File: src/pkg/glpc_pkg.sv
// Constants and types for the pin level and pack topology register block
package glpc_pkg;

  // Host register access
  localparam int          ADDR_W          = 8;
  localparam int          DATA_W          = 16;
  localparam logic [7:0]  ADDR_PIN_LEVEL  = 8'h17;
  localparam logic [7:0]  ADDR_PACK_TOPO  = 8'h18;

  // Multifunction pins
  localparam int          PIN_N           = 4;
  localparam int          OUT_LVL_LSB     = 8;
  localparam int          IN_LVL_LSB      = 0;
  localparam logic [3:0]  OUT_LVL_RESET   = 4'h0;
  localparam logic [3:0]  IN_LVL_RESET    = 4'h0;
  localparam logic [3:0]  I2C_PIN_MASK    = 4'h3;

  // Pack topology fields
  localparam int          FLEX_B_BIT      = 15;
  localparam int          FLEX_A_BIT      = 14;
  localparam int          SCAN_DLY_BIT    = 13;
  localparam int          BLOCK_LSB       = 8;
  localparam int          CELL_B_LSB      = 4;
  localparam int          CELL_A_LSB      = 0;
  localparam int          SEL_W           = 4;
  localparam logic [15:0] PACK_RESET      = 16'hEFFF;
  localparam logic [15:0] PACK_WR_MASK    = 16'hEFFF;
  localparam logic [3:0]  SEL_MIN         = 4'h8;
  localparam logic [3:0]  SEL_MAX         = 4'hE;
  localparam logic [3:0]  SEL_OFF         = 4'hF;

  // Supply multiplexer switches, one per balance-switch pin 8 to 14
  localparam int          SW_N            = 7;
  localparam logic [6:0]  SW_NONE         = 7'h00;
  localparam logic [6:0]  SW_FIRST        = 7'h01;

  // Timing
  localparam int          CLK_PERIOD_NS   = 50;
  localparam int          SCAN_DELAY_NS   = 30000;
  localparam int          SCAN_DELAY_CYC  = (SCAN_DELAY_NS + CLK_PERIOD_NS - 1) / CLK_PERIOD_NS;
  localparam int          SCAN_CNT_W      = 10;

  // Highest-cell settle wait
  typedef enum logic [0:0]
  {
    SCAN_IDLE = 1'b0,
    SCAN_WAIT = 1'b1
  } glpc_scan_state_type;

endpackage : glpc_pkg

File: src/pkg/glpc_pair_if.sv
// Carrier for one redundant field pair and its agreement flag
`timescale 1ns/1ps
`default_nettype none
interface glpc_pair_if #(parameter int W = 4);
  logic [W-1:0] a;
  logic [W-1:0] b;
  logic         agree;

  // Owner supplies the copies, checker answers
  modport src (output a, output b, input agree);
  modport chk (input a, input b, output agree);
endinterface : glpc_pair_if
`default_nettype wire

File: src/verilog/glpc_pair_check.sv
// Compare of two redundant copies of a configuration field
`timescale 1ns/1ps
`default_nettype none
module glpc_pair_check #(parameter int W = 4)
(
  // Field pair
  glpc_pair_if.chk pair
);
  import glpc_pkg::*;

  // Purely combinational so a mismatch shows on the very next registered output
  assign pair.agree = (pair.a == pair.b);

endmodule : glpc_pair_check
`default_nettype wire

File: src/verilog/glpc_top.sv
// Pin level and pack topology configuration registers with derived mux selections
`timescale 1ns/1ps
`default_nettype none
module glpc_top
(
  // Clock and reset
  input  wire logic                           sys_clk,
  input  wire logic                           rst,
  // Host register access
  input  wire logic                           reg_wr,
  input  wire logic                           reg_rd,
  input  wire logic [glpc_pkg::ADDR_W-1:0]    reg_addr,
  input  wire logic [glpc_pkg::DATA_W-1:0]    reg_wdata,
  output logic      [glpc_pkg::DATA_W-1:0]    reg_rdata,
  output logic                                reg_rvalid,
  // Host interface capture points
  input  wire logic                           host_is_uart,
  input  wire logic                           uart_addr_parity_end,
  input  wire logic                           spi_ninth_sclk_rise,
  // Pin mode from the neighbouring configuration register
  input  wire logic [glpc_pkg::PIN_N-1:0]     pin_digital_select,
  input  wire logic [glpc_pkg::PIN_N-1:0]     pin_direction,
  input  wire logic                           i2c_master_select,
  // Multifunction pins
  input  wire logic [glpc_pkg::PIN_N-1:0]     pin_in,
  output logic      [glpc_pkg::PIN_N-1:0]     pin_out,
  output logic      [glpc_pkg::PIN_N-1:0]     pin_oe,
  // Supply and block routing
  output logic                                flexible_pack_active,
  output logic      [glpc_pkg::SW_N-1:0]      supply_pin_mux_sel,
  output logic                                supply_pin_mux_common,
  output logic      [glpc_pkg::SEL_W-1:0]     block_divider_mux,
  output logic      [glpc_pkg::SEL_W-1:0]     balance_switch_alert_top,
  output logic                                balance_switch_alert_mask_en,
  // Measurement scan handshake
  input  wire logic                           alternate_mux_select,
  input  wire logic                           topcell_scan_start,
  output logic                                topcell_sample_go
);
  import glpc_pkg::*;

  localparam int SCAN_GO_TAIL = SCAN_DELAY_CYC - 7; // Strobe delay after eight quiet cycles

  logic [PIN_N-1:0]    out_level_q;
  logic [PIN_N-1:0]    in_level_q;
  logic [DATA_W-1:0]   pack_q;
  logic [PIN_N-1:0]    in_level_d;
  logic [PIN_N-1:0]    in_level_rd;
  logic [PIN_N-1:0]    i2c_mask;
  logic                wr_pin;
  logic                wr_pack;
  logic                capture;
  logic                flex_eff;
  logic                cell_valid;
  logic [SEL_W-1:0]    block_sel;
  logic [SW_N-1:0]     onehot_d;
  logic                scan_dly_need;
  logic [DATA_W-1:0]   rdata_d;
  logic [SCAN_CNT_W-1:0] scan_cnt_q;
  glpc_scan_state_type scan_state_q;

  glpc_pair_if #(.W(1))     enable_pair ();
  glpc_pair_if #(.W(SEL_W)) cell_pair ();

  // Redundant copies handed to the compare units
  assign enable_pair.a = pack_q[FLEX_A_BIT];
  assign enable_pair.b = pack_q[FLEX_B_BIT];
  assign cell_pair.a   = pack_q[CELL_A_LSB +: SEL_W];
  assign cell_pair.b   = pack_q[CELL_B_LSB +: SEL_W];

  glpc_pair_check #(.W(1)) u_enable_check
  (
    .pair (enable_pair.chk)
  );

  glpc_pair_check #(.W(SEL_W)) u_cell_check
  (
    .pair (cell_pair.chk)
  );

  // Address decode
  assign wr_pin  = reg_wr && (reg_addr == ADDR_PIN_LEVEL);
  assign wr_pack = reg_wr && (reg_addr == ADDR_PACK_TOPO);

  // Pins 1:0 belong to the I2C master while it is selected
  assign i2c_mask = i2c_master_select ? I2C_PIN_MASK : '0;

  // Output-level field; stored even when the pin ignores it
  always_ff @(posedge sys_clk or posedge rst)
  begin
    if (rst)
      out_level_q <= OUT_LVL_RESET;
    else if (wr_pin)
      out_level_q <= reg_wdata[OUT_LVL_LSB +: PIN_N];
  end

  // Pin drivers: output mode only, and never on pins owned by I2C
  always_ff @(posedge sys_clk or posedge rst)
  begin
    if (rst)
    begin
      pin_out <= '0;
      pin_oe  <= '0;
    end
    else
    begin
      pin_out <= out_level_q;
      pin_oe  <= pin_digital_select & pin_direction & ~i2c_mask;
    end
  end

  // Analog pins read zero; buffer is watched in both digital directions
  assign in_level_d = pin_in & pin_digital_select & ~i2c_mask;
  assign capture    = host_is_uart ? uart_addr_parity_end : spi_ninth_sclk_rise;

  // Snapshot taken mid-transaction so the reply carries one coherent sample
  always_ff @(posedge sys_clk or posedge rst)
  begin
    if (rst)
      in_level_q <= IN_LVL_RESET;
    else if (capture)
      in_level_q <= in_level_d;
  end

  // Mask again at read time in case I2C was selected after the capture
  assign in_level_rd = in_level_q & ~i2c_mask;

  // Pack topology register; the reserved bit never stores
  always_ff @(posedge sys_clk or posedge rst)
  begin
    if (rst)
      pack_q <= PACK_RESET;
    else if (wr_pack)
      pack_q <= reg_wdata & PACK_WR_MASK;
  end

  // Read data; input field is read-only, writes to it are dropped
  always_comb
  begin
    rdata_d = '0;
    if (reg_addr == ADDR_PIN_LEVEL)
    begin
      rdata_d[OUT_LVL_LSB +: PIN_N] = out_level_q;
      rdata_d[IN_LVL_LSB +: PIN_N]  = in_level_rd;
    end
    else if (reg_addr == ADDR_PACK_TOPO)
      rdata_d = pack_q;
  end

  // Read answer one cycle after the strobe; unmapped reads return zero
  always_ff @(posedge sys_clk or posedge rst)
  begin
    if (rst)
    begin
      reg_rdata  <= '0;
      reg_rvalid <= 1'b0;
    end
    else
    begin
      reg_rvalid <= reg_rd;
      if (reg_rd)
        reg_rdata <= rdata_d;
    end
  end

  // A mismatch fails safe toward enabled, never silently off
  assign flex_eff   = enable_pair.agree ? pack_q[FLEX_A_BIT] : 1'b1;
  assign cell_valid = cell_pair.agree && (cell_pair.a >= SEL_MIN) && (cell_pair.a <= SEL_MAX);
  assign onehot_d   = SW_FIRST << 3'(cell_pair.a - SEL_MIN);

  // Supply mux selections, registered from the live fields
  always_ff @(posedge sys_clk or posedge rst)
  begin
    if (rst)
    begin
      flexible_pack_active  <= 1'b1;
      supply_pin_mux_sel    <= SW_NONE;
      supply_pin_mux_common <= 1'b1;
    end
    else
    begin
      flexible_pack_active <= flex_eff;
      if (!flex_eff)
      begin
        supply_pin_mux_sel    <= SW_NONE;
        supply_pin_mux_common <= 1'b0;
      end
      else if (!enable_pair.agree || !cell_valid)
      begin
        supply_pin_mux_sel    <= SW_NONE;
        supply_pin_mux_common <= 1'b1;
      end
      else
      begin
        supply_pin_mux_sel    <= onehot_d;
        supply_pin_mux_common <= 1'b1;
      end
    end
  end

  // Block divider: unsupported or disabled falls back to the dedicated pin
  assign block_sel = pack_q[BLOCK_LSB +: SEL_W];

  always_ff @(posedge sys_clk or posedge rst)
  begin
    if (rst)
      block_divider_mux <= SEL_OFF;
    else if (flex_eff && (block_sel >= SEL_MIN) && (block_sel <= SEL_MAX))
      block_divider_mux <= block_sel;
    else
      block_divider_mux <= SEL_OFF;
  end

  // Alert masking uses the cell field always, whatever the pack enable
  always_ff @(posedge sys_clk or posedge rst)
  begin
    if (rst)
    begin
      balance_switch_alert_top     <= SEL_OFF;
      balance_switch_alert_mask_en <= 1'b0;
    end
    else
    begin
      balance_switch_alert_top     <= cell_pair.agree ? cell_pair.a : SEL_OFF;
      balance_switch_alert_mask_en <= cell_pair.agree && (cell_pair.a != SEL_OFF);
    end
  end

  // Settle wait before the highest-cell sample
  assign scan_dly_need = pack_q[SCAN_DLY_BIT] && flex_eff && cell_valid
                         && alternate_mux_select;

  // Starts during a wait are ignored; the scan engine issues one at a time
  always_ff @(posedge sys_clk or posedge rst)
  begin
    if (rst)
    begin
      scan_state_q      <= SCAN_IDLE;
      scan_cnt_q        <= '0;
      topcell_sample_go <= 1'b0;
    end
    else
    begin
      topcell_sample_go <= 1'b0;
      case (scan_state_q)
        SCAN_IDLE:
        begin
          if (topcell_scan_start && scan_dly_need)
          begin
            scan_cnt_q   <= SCAN_CNT_W'(SCAN_DELAY_CYC - 1);
            scan_state_q <= SCAN_WAIT;
          end
          else if (topcell_scan_start)
            topcell_sample_go <= 1'b1;
        end
        SCAN_WAIT:
        begin
          if (scan_cnt_q == '0)
          begin
            topcell_sample_go <= 1'b1;
            scan_state_q      <= SCAN_IDLE;
          end
          else
            scan_cnt_q <= scan_cnt_q - 1'b1;
        end
        default:
          scan_state_q <= SCAN_IDLE;
      endcase
    end
  end
endmodule : glpc_top
`default_nettype wire

File: config.mk
export PLATFORM = sky130hd
export DESIGN_NAME = glpc_top
export DESIGN_NICKNAME = d
export VERILOG_FILES = /design/src/pkg/glpc_pkg.sv /design/src/pkg/glpc_pair_if.sv /design/src/verilog/glpc_pair_check.sv /design/src/verilog/glpc_top.sv
export SDC_FILE = /design/constraint.sdc
export NUM_CORES = 1
export LEC_CHECK = 0
export ABC_CLOCK_PERIOD_IN_PS = 2700
export BUFFER_PORTS_ARGS = -buffer_cell sky130_fd_sc_hd__buf_2
export CELL_PAD_IN_SITES_DETAIL_PLACEMENT = 1
export CELL_PAD_IN_SITES_GLOBAL_PLACEMENT = 1
export CORE_UTILIZATION = 40
export CTS_CLUSTER_SIZE = 28
export DETAILED_ROUTE_END_ITERATION = 7
export PLACE_DENSITY = 0.78
export RECOVER_POWER = 100
export SYNTH_ARGS = -nofsm -noshare
export SYNTH_HDL_FRONTEND = slang
export SYNTH_HIERARCHICAL = 1
export SYNTH_SLANG_ARGS = --single-unit
File: constraint.sdc
create_clock -name sys_clk -period 2.7 [get_ports sys_clk]
set_input_delay 0.135 -clock sys_clk [delete_from_list [all_inputs] [get_ports sys_clk]]
set_output_delay 0.135 -clock sys_clk [all_outputs]
set_load 0.02 [all_outputs]
**Word level (Yosys, flattened, before mapping)**

Cells that the tools add are included.

- Register bits after elaboration: 78
- Bits of input ports: 46
- Output and inout port bits: 44
- Logic and storage cells: 76

- $add $sub $neg: 2
- $lt $le $gt $ge: 4
- Eq/ne operators: 7
- Shifts and indexed selects: 1
- Muxes and demuxes: 23
- Bitwise operators: 7
- Reductions and logical operators: 16

Operator list:

| kind | number |
|---|---|
| two-way mux 4 bit | 6 |
| AND 4 bit | 5 |
| two-way mux 10 bit | 2 |
| case mux 10 bit (2 select lines) | 1 |
| equality test 8 x 5 -> 1 bit, second input constant | 2 |
| two-way mux 16 bit | 1 |
| two-way mux 7 bit | 2 |
| logical AND 1 bit | 11 |
| logical NOT 10 bit | 1 |
| subtractor 10 x 1 -> 10 bit, second input constant | 1 |
| greater-or-equal comparator 4 bit, second input constant | 2 |
| less-or-equal comparator 4 bit, second input constant | 2 |
| two-way mux 1 bit | 8 |
| << shifter 1 x 3 -> 7 bit, first input constant | 1 |
| equality test 4 bit | 1 |
| inequality test 2 bit, second input constant | 2 |
| inequality test 4 bit, second input constant | 1 |
| NOT 2 -> 4 bit | 1 |
| case mux 1 bit (2 select lines) | 2 |
| subtractor 3 x 1 -> 3 bit, second input constant | 1 |
| logical NOT 1 bit | 2 |
| two-way mux 2 bit | 1 |
| AND reduction 2 bit | 1 |
| equality test 1 bit | 1 |
| other kinds (2) | 2 |

**Logic depth before layout (Yosys ltp)**

Gate-level depths: netlist of run 1.

- Depth after elaboration: 8
- Gate-level depth with buffers: 7
- Depth with buffers taken out: 6

**Hierarchy**

The synthesis of run 1 kept the hierarchy.

By module, submodules not included:

| module | times used | cells an instance | area an instance (sq um) | sequential area each (sq um) |
|---|---|---|---|---|
| glpc_top | 1 | 260 | 3113.0 | 1931.9 |
| glpc_pair_check at u_cell_check | 1 | 5 | 47.5 | 0.0 |
| glpc_pair_check at u_enable_check | 1 | 1 | 8.8 | 0.0 |

**Least setup slack after synthesis of run 1**

OpenSTA, ideal clock, no wires.

- Path type: register to register
- Start point: register pack_q[5]
- End point: register scan_cnt_q[3]
- Library setup time: 120 ps
- Arrival: 1795 ps
- Data required time: 2580 ps
- Path slack: 785 ps
- Cell stages (with the launch flop): 7
- Path through: dfstp_2 > xor2_1 > nor4_2 > and2_1 > and4b_1 > nand3_1 > a31o_2

- Longest elaborated chain between the ends: 8

RTL lines:

| element | RTL line | source |
|---|---|---|
| start, declared | glpc_top.sv:46 | `logic [DATA_W-1:0] pack_q;` |
| start signal, assigned | glpc_top.sv:134 | `pack_q <= reg_wdata & PACK_WR_MASK;` |
| equality test 4 bit | glpc_pair_check.sv:12 | `assign pair.agree = (pair.a == pair.b);` |
| net cell_pair.agree | glpc_pair_if.sv:7 | `logic agree;` |
| logical AND 1 bit (2 in a row) | glpc_top.sv:168 | `assign cell_valid = cell_pair.agree && (cell_pair.a >= SEL_MIN) && (cell_pair.a <= SEL_MAX);` |
| logical AND 1 bit | glpc_top.sv:230 | `assign scan_dly_need = pack_q[SCAN_DLY_BIT] && flex_eff && cell_valid` |
| logical AND 1 bit | glpc_top.sv:231 | `&& alternate_mux_select;` |
| logical AND 1 bit | glpc_top.sv:248 | `if (topcell_scan_start && scan_dly_need)` |
| inequality test 2 bit (no line) | - |  |
| AND reduction 2 bit (no line) | - |  |
| end signal, assigned | glpc_top.sv:250 | `scan_cnt_q <= SCAN_CNT_W'(SCAN_DELAY_CYC - 1);` |
| end signal, assigned | glpc_top.sv:264 | `scan_cnt_q <= scan_cnt_q - 1'b1;` |
| end, declared | glpc_top.sv:59 | `logic [SCAN_CNT_W-1:0] scan_cnt_q;` |

The timed path passes the listed nets, and every way through them passes these cells.
A chain may end at the register's enable or synchronous reset.

**Worst setup path after layout of run 1**

- Start point: register pack_q[1]
- End point: register scan_cnt_q[0]

Same word-level chain as after synthesis.

==> run metrics, run 1 <==
share of the synthesized area in the top cell type about two fifths; first drt pass iteration count 4; number of global-route vias before repair roughly 2500; worst hold path type input pin to flop; Tcrit/Tclk final 86.0%; wire per inst 15.2 um; max_slew headroom a little under an eighth; row count 32; Die Wd approximately 91 um; Die Area just over 8000 um^2; final hold violation count 0; input/output buffers 87; reg2reg path depth 6; Post-synth EDFFs 0; r2r setup slk roughly 380 ps; worst slew pin tran roughly 1300 ps; leakage about 1.7 nW; Layout Nets about 400; crit path max-delay cell type dfstp_1; met2 wire length ~3500 um; Total GRT Usage 18.9%; synthesis-to-layout area growth 20.6%; Reg clk slew, reported paths approximately 90 ps; dpl cells ~450; Synth cell types 46; Max FO, Critical Path 10; DRC Markers 0; share of post-route cells with drive strength above 1 around a quarter; CP startpoint kind flop; maximum clock path buffer count 2; synthesized area per cell around 12 um^2; M1 WL roughly 3200 um; DRT iter0 DRCs just over 90; RR Endpoint scan_cnt_q[0]; CTS H-tree depth 3; Ports 90; ranking of synthesized cells by area dfrtp_1 41%, dfstp_2 20%, mux2_4 4.7%; initial antenna violation count 0; RSZ-0062 raised after global routing no; Num CTS Buffers 9; Critical Path Sink Type flop; clock skew about 11 ps; Max Slew Vio Count 0; vias per cell between 4 and 5; Critical Path RT ~3000 ps; crit-path cells xor2_1 > nor4_2 > and2_0 > a41oi_1 > a21oi_1 > mux2_2; worst r2r src pack_q[1]; Synth Instances between 200 and 300; maximum vdd drop approximately 0.38 mV; register area share after synthesis about three fifths; first-pass GRT wire length roughly 12000 um; top sig layer met4; Tmin final 2320 ps; post-synthesis cell area 3170 um^2; worst path arrival time 2600 ps; Core Area roughly 7700 um^2; PwrDens about 610 nW/um^2; final WL approximately 7200 um; CTS tree built; Final GP Congestion ~0.79; largest net degree at the start of global routing 33; flops & latches, synth 76; max frequency 0.431 GHz; number of routed nets with antenna violations 0; status finished, final reports clean; max incr delay on CP ~740 ps; beginning of the critical path pack_q[1]; Yosys top cell by area dfrtp_1; total negative setup slack 0 ps; met3 wire length about 370 um; GR Overflow Total 0; worst skew pair latency around 350 ps; setup violators final 0; Synth Net Count about 310; Post-synth ARST share 100%; Antenna diodes 0; Max-Cap Viols 0; HPWL after detailed placement 5140 um; Clk Tree Root Cell clkbuf_8; critical path type flop to flop; Die Span Y approximately 90 um; clk sinks 76; total number of vias between 2000 and 2500; Most used DFF post-synth dfrtp_1; final non-filler cell total 470; crit path to scan_cnt_q[0]; YS warnings 6; Starting Density roughly 41%
-- registers in the layout, indices dropped and copies added, names as in the netlist, 4 cells and up --
signal                    flops
pack_q                       15
reg_rdata                    15
scan_cnt_q                   10
supply_pin_mux_sel            7
balance_switch_alert_top      4
block_divider_mux             4
in_level_q                    4
out_level_q                   4
pin_oe                        4
pin_out                       4
-- where the power goes --
part           switching, mW  leakage [nW]  internal [mW]
sequential            0.0358         0.923           1.22
combinational          0.160         0.704         0.0862
clock                  0.440        0.0969          0.396
-- repair_timing --
| action | in CTS | in global routing |
|---|---|---|
| hold endpoints to repair | 22 | 1 |
| hold buffers | 5 | 1 |
| resized for setup | 0 | 0 |
| setup endpoints to repair | 0 | 0 |
| buffers inserted | 0 | 0 |
-- Yosys cell counts, types with 2 or more instances --
master	instances
dfrtp_1	52
dfstp_2	24
nand2_1	21
inv_1	15
nor2_1	15
o21ai_0	14
nand3_1	12
a21oi_1	11
mux2_2	10
mux2_4	10
nand2b_1	8
clkbuf_1	7
nor3_1	7
a22oi_1	6
and3_1	5
and2_1	4
xor2_1	4
o211ai_1	3
or2_2	3
a211o_1	2
a32oi_1	2
buf_4	2
conb_1	2
nand3b_1	2
nand4_1	2
nand4b_1	2
o21a_1	2
-- routing by layer --
metal  global-route usage, %  vias up
li1                        -     1113
met4                    5.42        0
met2                    30.9       71
met1                    24.4     1139
met5                       0        -
met3                    5.78        7
-- cell type report --
class / instances / area [um^2]
timing repair buffer: 97 / 457
tap: 102 / 128
multi-input combinational: 164 / 1060
fill: 884 / 3860
sequential: 76 / 1930
clock buffer: 11 / 151
inverter: 15 / 56.3
clock inverter: 5 / 42.5
-- kinds of logic after synthesis --
logic type	share of synthesized area, %
and+or+nand+nor	15.3
adders and majority gates	0.395
DFF	61.0
other	0.237
xor gates and xnor gates	1.38
buffers and inverters	3.59
AOI/OAI and AO/OA	9.55
muxes	8.61
-- layout by cell type (no fill, tap or decap), types with 11 or more instances in the layout --
cell       n
a21oi_1   11
buf_2     42
clkbuf_1  47
clkbuf_8  11
dfrtp_1   52
dfstp_2   22
inv_1     15
nand2_1   22
nand3_1   12
nor2_1    16
o21ai_0   14
-- metrics by stage --
step / util (%) / setup WS, ps / instance area [um^2] / power (mW) / hold WS [ps]
final: 49.7 / 378 / 3820 / 2.34 / 3.53
after global routing: 49.7 / 214 / 3820 / 2.45 / -11.6
after CTS: 51.4 / 546 / 3950 / 2.40 / 0.323
after detailed placement: 48.2 / 587 / 3700 / 1.55 / 254
after global placement: 48.2 / 601 / 3700 / 1.54 / 250
after floorplan: - / 666 / 3170 / 1.43 / 166
-- how the worst min path moves through the flow --
stage | from | to | slack (ps) | cells past startpoint
6_report | reg_wdata[0] | pack_q[0] | 4 | 2
5_1_grt | reg_wdata[0] | pack_q[0] | -10 | 2
4_1_cts | reg_wdata[15] | pack_q[15] | 0.3 | 2
3_5_place_dp | rst | scan_cnt_q[8] | 250 | 2
3_3_place_gp | rst | scan_cnt_q[9] | 250 | 2
2_1_floorplan | reg_rd | reg_rvalid | 170 | 0
-- critical path: cells and delay by family (launching register included) --
family,cells,cell delay (ps)
flip-flops,1,740
AO/OA/AOI/OAI,2,570
XOR/XNOR,1,140
AND/OR/NAND/NOR,2,610
multiplexers,1,200
Note: power is estimated with default switching activity, not from simulation.
==> run 2: changes to the inputs <==
--- a/config.mk
+++ b/config.mk
@@ -12,6 +12,7 @@
 export CORE_UTILIZATION = 40
 export CTS_CLUSTER_SIZE = 28
 export DETAILED_ROUTE_END_ITERATION = 7
+export GPL_TIMING_DRIVEN = 0
 export PLACE_DENSITY = 0.78
 export RECOVER_POWER = 100
 export SYNTH_ARGS = -nofsm -noshare
==> run 2 against run 1 <==
Against the previous run: the run now ends with max-capacitance violations left; non-clock buffer count is 5 higher; die area did not move; clock power is 14% higher; first-iteration DRC count grew 8.8%; combinational power rose by 2%; setup slack worse by 110 ps; clock skew decreased by 4.4 ps; flip-flop and latch count unchanged; largest cell class unchanged; highest routed layer unchanged.
==> run metrics, run 2 (synthesized netlist as in run 1, its figures left out) <==
status finished, violations left (was finished, final reports clean); failing checks max-capacitance violations; maximum clock path buffer count 2 (unchanged); Layout Nets 415 (was 410); worst path arrival time 2690 ps (was 2600 ps); Antenna diodes 0 (unchanged); worst r2r src pack_q[5] (was pack_q[1]); synthesis-to-layout area growth 22.3% (was 20.6%); final WL 7490 um (was 7160 um); most frequent cells in the layout 53 x clkbuf_1, 52 x dfrtp_1, 44 x buf_2 (was 52 x dfrtp_1, 47 x clkbuf_1, 42 x buf_2); cts hold-fix bufs 3 (was 5); wire per inst 15.8 um (was 15.2 um); leakage 1.75 nW (was 1.72 nW); max frequency 0.411 GHz (was 0.431 GHz); RR Endpoint scan_cnt_q[0] (unchanged); largest net degree at the start of global routing 60 (was 33); r2r setup slk 280 ps (was 380 ps); HPWL after detailed placement 5400 um (was 5140 um); number of global-route vias before repair 2561 (was 2477); vias per cell 5.03 (was 4.96); Tcrit/Tclk final 90.2% (was 86.0%); Hold EP pack_q[0] (unchanged); DRT iter0 DRCs 99 (was 91); DRC Markers 0 (unchanged); clock skew 6.28 ps (was 10.7 ps); Tmin final 2430 ps (was 2320 ps); worst skew pair latency 340 ps (was 350 ps); Reg clk slew, reported paths 80 ps (was 90 ps); Worst Hold Path Cells 2 (unchanged); CTS H-tree depth 3 (unchanged); crit-path cells buf_2 > or4b_1 > nor4_1 > nand2_4 > buf_6 > mux2_1 (was xor2_1 > nor4_2 > and2_0 > a41oi_1 > a21oi_1 > mux2_2); clk sinks 76 (unchanged); Total GRT Usage 19.3% (was 18.9%); Total Power 2.46 mW (was 2.34 mW); Die Area 8280 um^2 (unchanged); worst hold path type input pin to flop (unchanged); max incr delay on CP 1170 ps (was 740 ps); worst slew pin tran 1460 ps (was 1330 ps); Final GP Congestion 0.778 (was 0.793); RSZ-0062 raised after global routing no (unchanged); DP Worst Slack 376 ps (was 587 ps); Fin Hold WS 18.9 ps (was 3.53 ps); setup violators final 0 (unchanged); number of routed nets with antenna violations 0 (unchanged); max_slew headroom 1.93% (was 11.6%); registers with the most flip-flops pack_q: 15 flops, reg_rdata: 15 flops, scan_cnt_q: 10 flops (unchanged); CTS tree built (unchanged); input/output buffers 87 (unchanged); first drt pass iteration count 4 (unchanged); Max FO, Critical Path 10 (unchanged); maximum vdd drop 0.234 mV (was 0.385 mV); CP startpoint kind input pin (was flop); hold_sp reg_wdata[0] (unchanged); Die Span Y 91.0 um (unchanged); Ports 90 (unchanged); Max-Cap Viols 1 (was 0); crit path max-delay cell type nor4_1 (was dfstp_1); initial antenna violation count 0 (unchanged); Core Area 7690 um^2 (unchanged); PwrDens 634 nW/um^2 (was 612 nW/um^2); commonest non-fill, non-tap cell in the layout clkbuf_1 (was dfrtp_1); Num CTS Buffers 9 (unchanged); critical path type input pin to flop (was flop to flop); reg2reg path depth 6 (unchanged); Critical Path Sink Type flop (unchanged); Die Wd 91.0 um (unchanged); Critical Path RT 2960 ps (was 2980 ps); first-pass GRT wire length 12300 um (was 12100 um); fin worst setup slack 266 ps (was 378 ps); share of post-route cells with drive strength above 1 27.3% (was 26.4%); final hold violation count 0 (unchanged); Clk Tree Root Cell clkbuf_8 (unchanged); total number of vias 2387 (was 2330); GR Overflow Total 0 (unchanged); Post CTS Setup Buffer Count 0 (unchanged); Post-CTS Resized 0 (unchanged); row count 32 (unchanged); Starting Density 41.2% (unchanged); Max Slew Vio Count 0 (unchanged)
run 2: cell count changes in the layout (fill, tap and decap cells not counted), moves of 2 or more:
| cell | previous run | this run |
|---|---|---|
| clkbuf_1 | 47 | 53 |
| dlygate4sd3_1 | 6 | 3 |
| inv_6 | 3 | 0 |
| buf_2 | 42 | 44 |
| buf_4 | 0 | 2 |
| bufinv_16 | 0 | 2 |
run 2: metal layers:
metal | share of wire [%] | wire, um | track usage, %
met1 | 44 | 3310 | 24.0
met2 | 50 | 3710 | 32.3
met3 | 4.7 | 355 | 4.44
met4 | 1.6 | 117 | 7.94
met5 | 0 | 0 | 0
run 2: layout make-up:
class	count	area (um^2)
fillers	887	3810
flip-flops and latches	76	1930
multi-input cells	164	1070
repair buffers	91	415
clock buffers	12	145
well taps	102	128
clock inverters	4	72.6
plain buffers	11	57.6
inverters	15	57.6
run 2: stage by stage:
stage / utilization (%) / setup TNS (ps) / cell area [um^2] / cells
final: 50.4 / 0 / 3880 / 475
after global routing: 50.4 / 0 / 3880 / 475
after CTS: 52.2 / 0 / 4010 / 475
after detailed placement: 48.9 / 0 / 3760 / 456
after global placement: 48.6 / -9700 / 3730 / 455
after floorplan: - / 0 / 3170 / 266
run 2: power breakdown:
part,switching (mW),internal (mW),leakage (nW)
Combinational,0.165,0.0868,0.723
Clock,0.402,0.545,0.107
Sequential,0.0339,1.22,0.923
run 2: how the worst max path moves through the flow:
| stage | cells after the start | slack, ps | end | startpoint |
|---|---|---|---|---|
| after detailed placement | 6 | 380 | scan_cnt_q[0] | pack_q[5] |
| after global routing | 6 | 80 | scan_cnt_q[0] | pack_q[5] |
| after global placement | 2 | -190 | pin_oe[0] | rst |
| after CTS | 6 | 310 | scan_cnt_q[0] | pack_q[5] |
| after floorplan | 1 | 670 | balance_switch_alert_mask_en | rst |
| final | 6 | 270 | pack_q[11] | reg_addr[5] |
run 2: worst max-delay path: cells and delay by family:
kind                   cells  cell delay, ps
and+or+nand+nor            3            1900
muxes                      1             320
buffers and inverters      2             320
==> run 3: changes to the inputs <==
--- a/config.mk
+++ b/config.mk
@@ -5,15 +5,15 @@
 export SDC_FILE = /design/constraint.sdc
 export NUM_CORES = 1
 export LEC_CHECK = 0
-export ABC_CLOCK_PERIOD_IN_PS = 2700
+export ABC_CLOCK_PERIOD_IN_PS = 2200
 export BUFFER_PORTS_ARGS = -buffer_cell sky130_fd_sc_hd__buf_2
 export CELL_PAD_IN_SITES_DETAIL_PLACEMENT = 1
 export CELL_PAD_IN_SITES_GLOBAL_PLACEMENT = 1
-export CORE_UTILIZATION = 40
+export CORE_UTILIZATION = 36
 export CTS_CLUSTER_SIZE = 28
 export DETAILED_ROUTE_END_ITERATION = 7
 export GPL_TIMING_DRIVEN = 0
-export PLACE_DENSITY = 0.78
+export PLACE_DENSITY_LB_ADDON = 0.1
 export RECOVER_POWER = 100
 export SYNTH_ARGS = -nofsm -noshare
 export SYNTH_HDL_FRONTEND = slang
==> constraint.sdc (replaced) <==
create_clock -name sys_clk -period 2.2 [get_ports sys_clk]
set_input_delay 0.11 -clock sys_clk [delete_from_list [all_inputs] [get_ports sys_clk]]
set_output_delay 0.11 -clock sys_clk [all_outputs]
set_load 0.02 [all_outputs]
==> run 3 against run 2 <==
Against the previous run: the run now ends clean; critical path depth stayed put; wire length increased by 0.67%; cell count up 4.6%; total power increased by 25%; highest routed layer unchanged; critical path type is now flop to flop; critical endpoint is now scan_cnt_q[3]; flip-flop and latch count is the same; combinational power increased by 51%; global-route usage fell by 1.1 points; via count up 3.0%; first-iteration DRC count shrank 61%.
==> run metrics, run 3 (synthesized netlist as in run 1, its figures left out) <==
Ports 90 (unchanged); Tmin final 2120 ps; CTS tree built (unchanged); synthesis-to-layout area growth 30.5% (was 22.3%); first-pass GRT wire length 12500 um (was 12300 um); maximum clock path buffer count 2 (unchanged); most frequent cells in the layout 53 x clkbuf_1, 52 x dfrtp_1, 44 x buf_2 (unchanged); largest net degree at the start of global routing 44 (was 60); CP startpoint kind flop (was input pin); clk sinks 76 (unchanged); critical path type flop to flop (was input pin to flop); Reg area 1930 um^2 (unchanged); Num CTS Buffers 9 (unchanged); Max Slew Vio Count 0 (unchanged); total number of vias 2458 (was 2387); Tcrit/Tclk final 96.2%; Core Area 8380 um^2 (was 7690 um^2); Layout Nets 434 (was 415); max frequency between 0.4 and 0.5 GHz; input/output buffers 87 (unchanged); final hold violation count 0 (unchanged); Critical Path RT 2440 ps (was 2960 ps); fin worst setup slack 84.5 ps (was 266 ps); number of global-route vias before repair 2540 (was 2561); share of post-route cells with drive strength above 1 30.9% (was 27.3%); Final GP Congestion 0.791 (was 0.778); commonest non-fill, non-tap cell in the layout clkbuf_1 (unchanged); footprint of the multi-input gates 1140 um^2 (was 1070 um^2); Total Power 3.07 mW (was 2.46 mW); first drt pass iteration count 4 (unchanged); number of routed nets with antenna violations 0 (unchanged); clock skew 9.60 ps (was 6.28 ps); final non-filler cell total 497 (was 475); max_slew headroom 13.3% (was 1.93%); HPWL after detailed placement 5280 um (was 5400 um); setup violators final 0 (unchanged); Antenna diodes 0 (unchanged); dpl cells 459 (was 456); Clk Tree Root Cell clkbuf_8 (unchanged); worst hold path type input pin to flop (unchanged); wire per inst 15.2 um (was 15.8 um); count of filler cells inserted in the layout 926 (was 887); worst slew pin tran 1300 ps (was 1460 ps); initial antenna violation count 0 (unchanged); GR Overflow Total 0 (unchanged); RSZ-0062 raised after global routing yes (was no); PwrDens 742 nW/um^2 (was 634 nW/um^2); vias per cell 4.95 (was 5.03); DP Worst Slack -112 ps (was 376 ps); worst path arrival time 2350 ps (was 2690 ps); row count 33 (was 32); leakage 1.88 nW (was 1.75 nW); Die Area 9180 um^2 (was 8280 um^2); Starting Density 37.8% (was 41.2%); Die Span Y 95.8 um (was 91.0 um); worst skew pair latency 340 ps (about the same); status finished, final reports clean (was finished, violations left); DRC Markers 0 (unchanged); total negative setup slack 0 ps (unchanged); DRT iter0 DRCs 39 (was 99); final WL 7540 um (was 7490 um); Total GRT Usage 18.2% (was 19.3%); CTS H-tree depth 3 (unchanged); Critical Path Sink Type flop (unchanged); Max-Cap Viols 0 (was 1); Reg clk slew, reported paths 80 ps (about the same); Die Wd 95.8 um (was 91.0 um); maximum vdd drop 0.314 mV (was 0.234 mV); Fin Hold WS 16.6 ps (was 18.9 ps); registers with the most flip-flops pack_q: 15 flops, reg_rdata: 15 flops, scan_cnt_q: 10 flops (unchanged); Max FO, Critical Path 7 (was 10)
==> run 3: cell types whose count changed in the layout (fill, tap and decap cells not counted), sizes merged <==
cell	previous run	this run
buf	47	52
clkbuf	64	62
dlygate4sd3	3	18
inv	14	15
clkinv	1	2
clkinvlp	2	1
==> run 3: power breakdown <==
part	switching, mW	internal (mW)
clock	0.510	0.636
combinational	0.217	0.163
sequential	0.0400	1.50
total	0.768	2.30
==> run 3: layout make-up <==
| cell class | instances | share of cell area [%] |
|---|---|---|
| multi-input cells | 164 | 27.6 |
| well taps | 105 | 3.18 |
| repair buffers | 110 | 14.8 |
| plain buffers | 11 | 1.39 |
| clock inverters | 5 | 1.88 |
| flip-flops and latches | 76 | 46.7 |
| inverters | 15 | 1.36 |
| clock buffers | 11 | 3.18 |
==> run 3: final timing paths <==
path	start	end	slack (ps)	cells past startpoint
min	reg_wdata[9]	out_level_q[1]	20	2
max	pack_q[2]	scan_cnt_q[3]	80	6
min reg2reg	out_level_q[2]	pin_out[2]	410	0
max reg2reg	pack_q[2]	scan_cnt_q[3]	80	6
min in group asynchronous	rst	pin_out[2]	680	3
max in group asynchronous	rst	balance_switch_alert_top[2]	610	4
==> run 3: through the flow <==
step | utilization, % | instance area (um^2)
5_1_grt | 49.4 | 4140
3_5_place_dp | 44.8 | 3760
2_1_floorplan | - | 3170
6_report | 49.4 | 4140
4_1_cts | 49.8 | 4170
3_3_place_gp | 44.6 | 3740
==> run 3: repair_timing <==
item	in CTS	in global routing
buffers inserted	0	4
pin swaps	0	1
hold buffers	18	0
setup endpoints to repair	3	3
gates resized for setup	3	2
hold endpoints to repair	38	0
==> run 3: per-layer routing <==
metal | wire length (um) | global-route usage [%]
met2 | 3680 | 29.6
met5 | 0 | 0
met3 | 361 | 4.74
met4 | 122 | 6.59
met1 | 3370 | 23.3
==> run 3: critical path, stage by stage, from the launching register on <==
cell and delay [ps]:
dfstp_2 610, xor2_1 120, nor4_4 400, and2_4 230
and4b_1 240, nand3_1 150, a31o_2 260
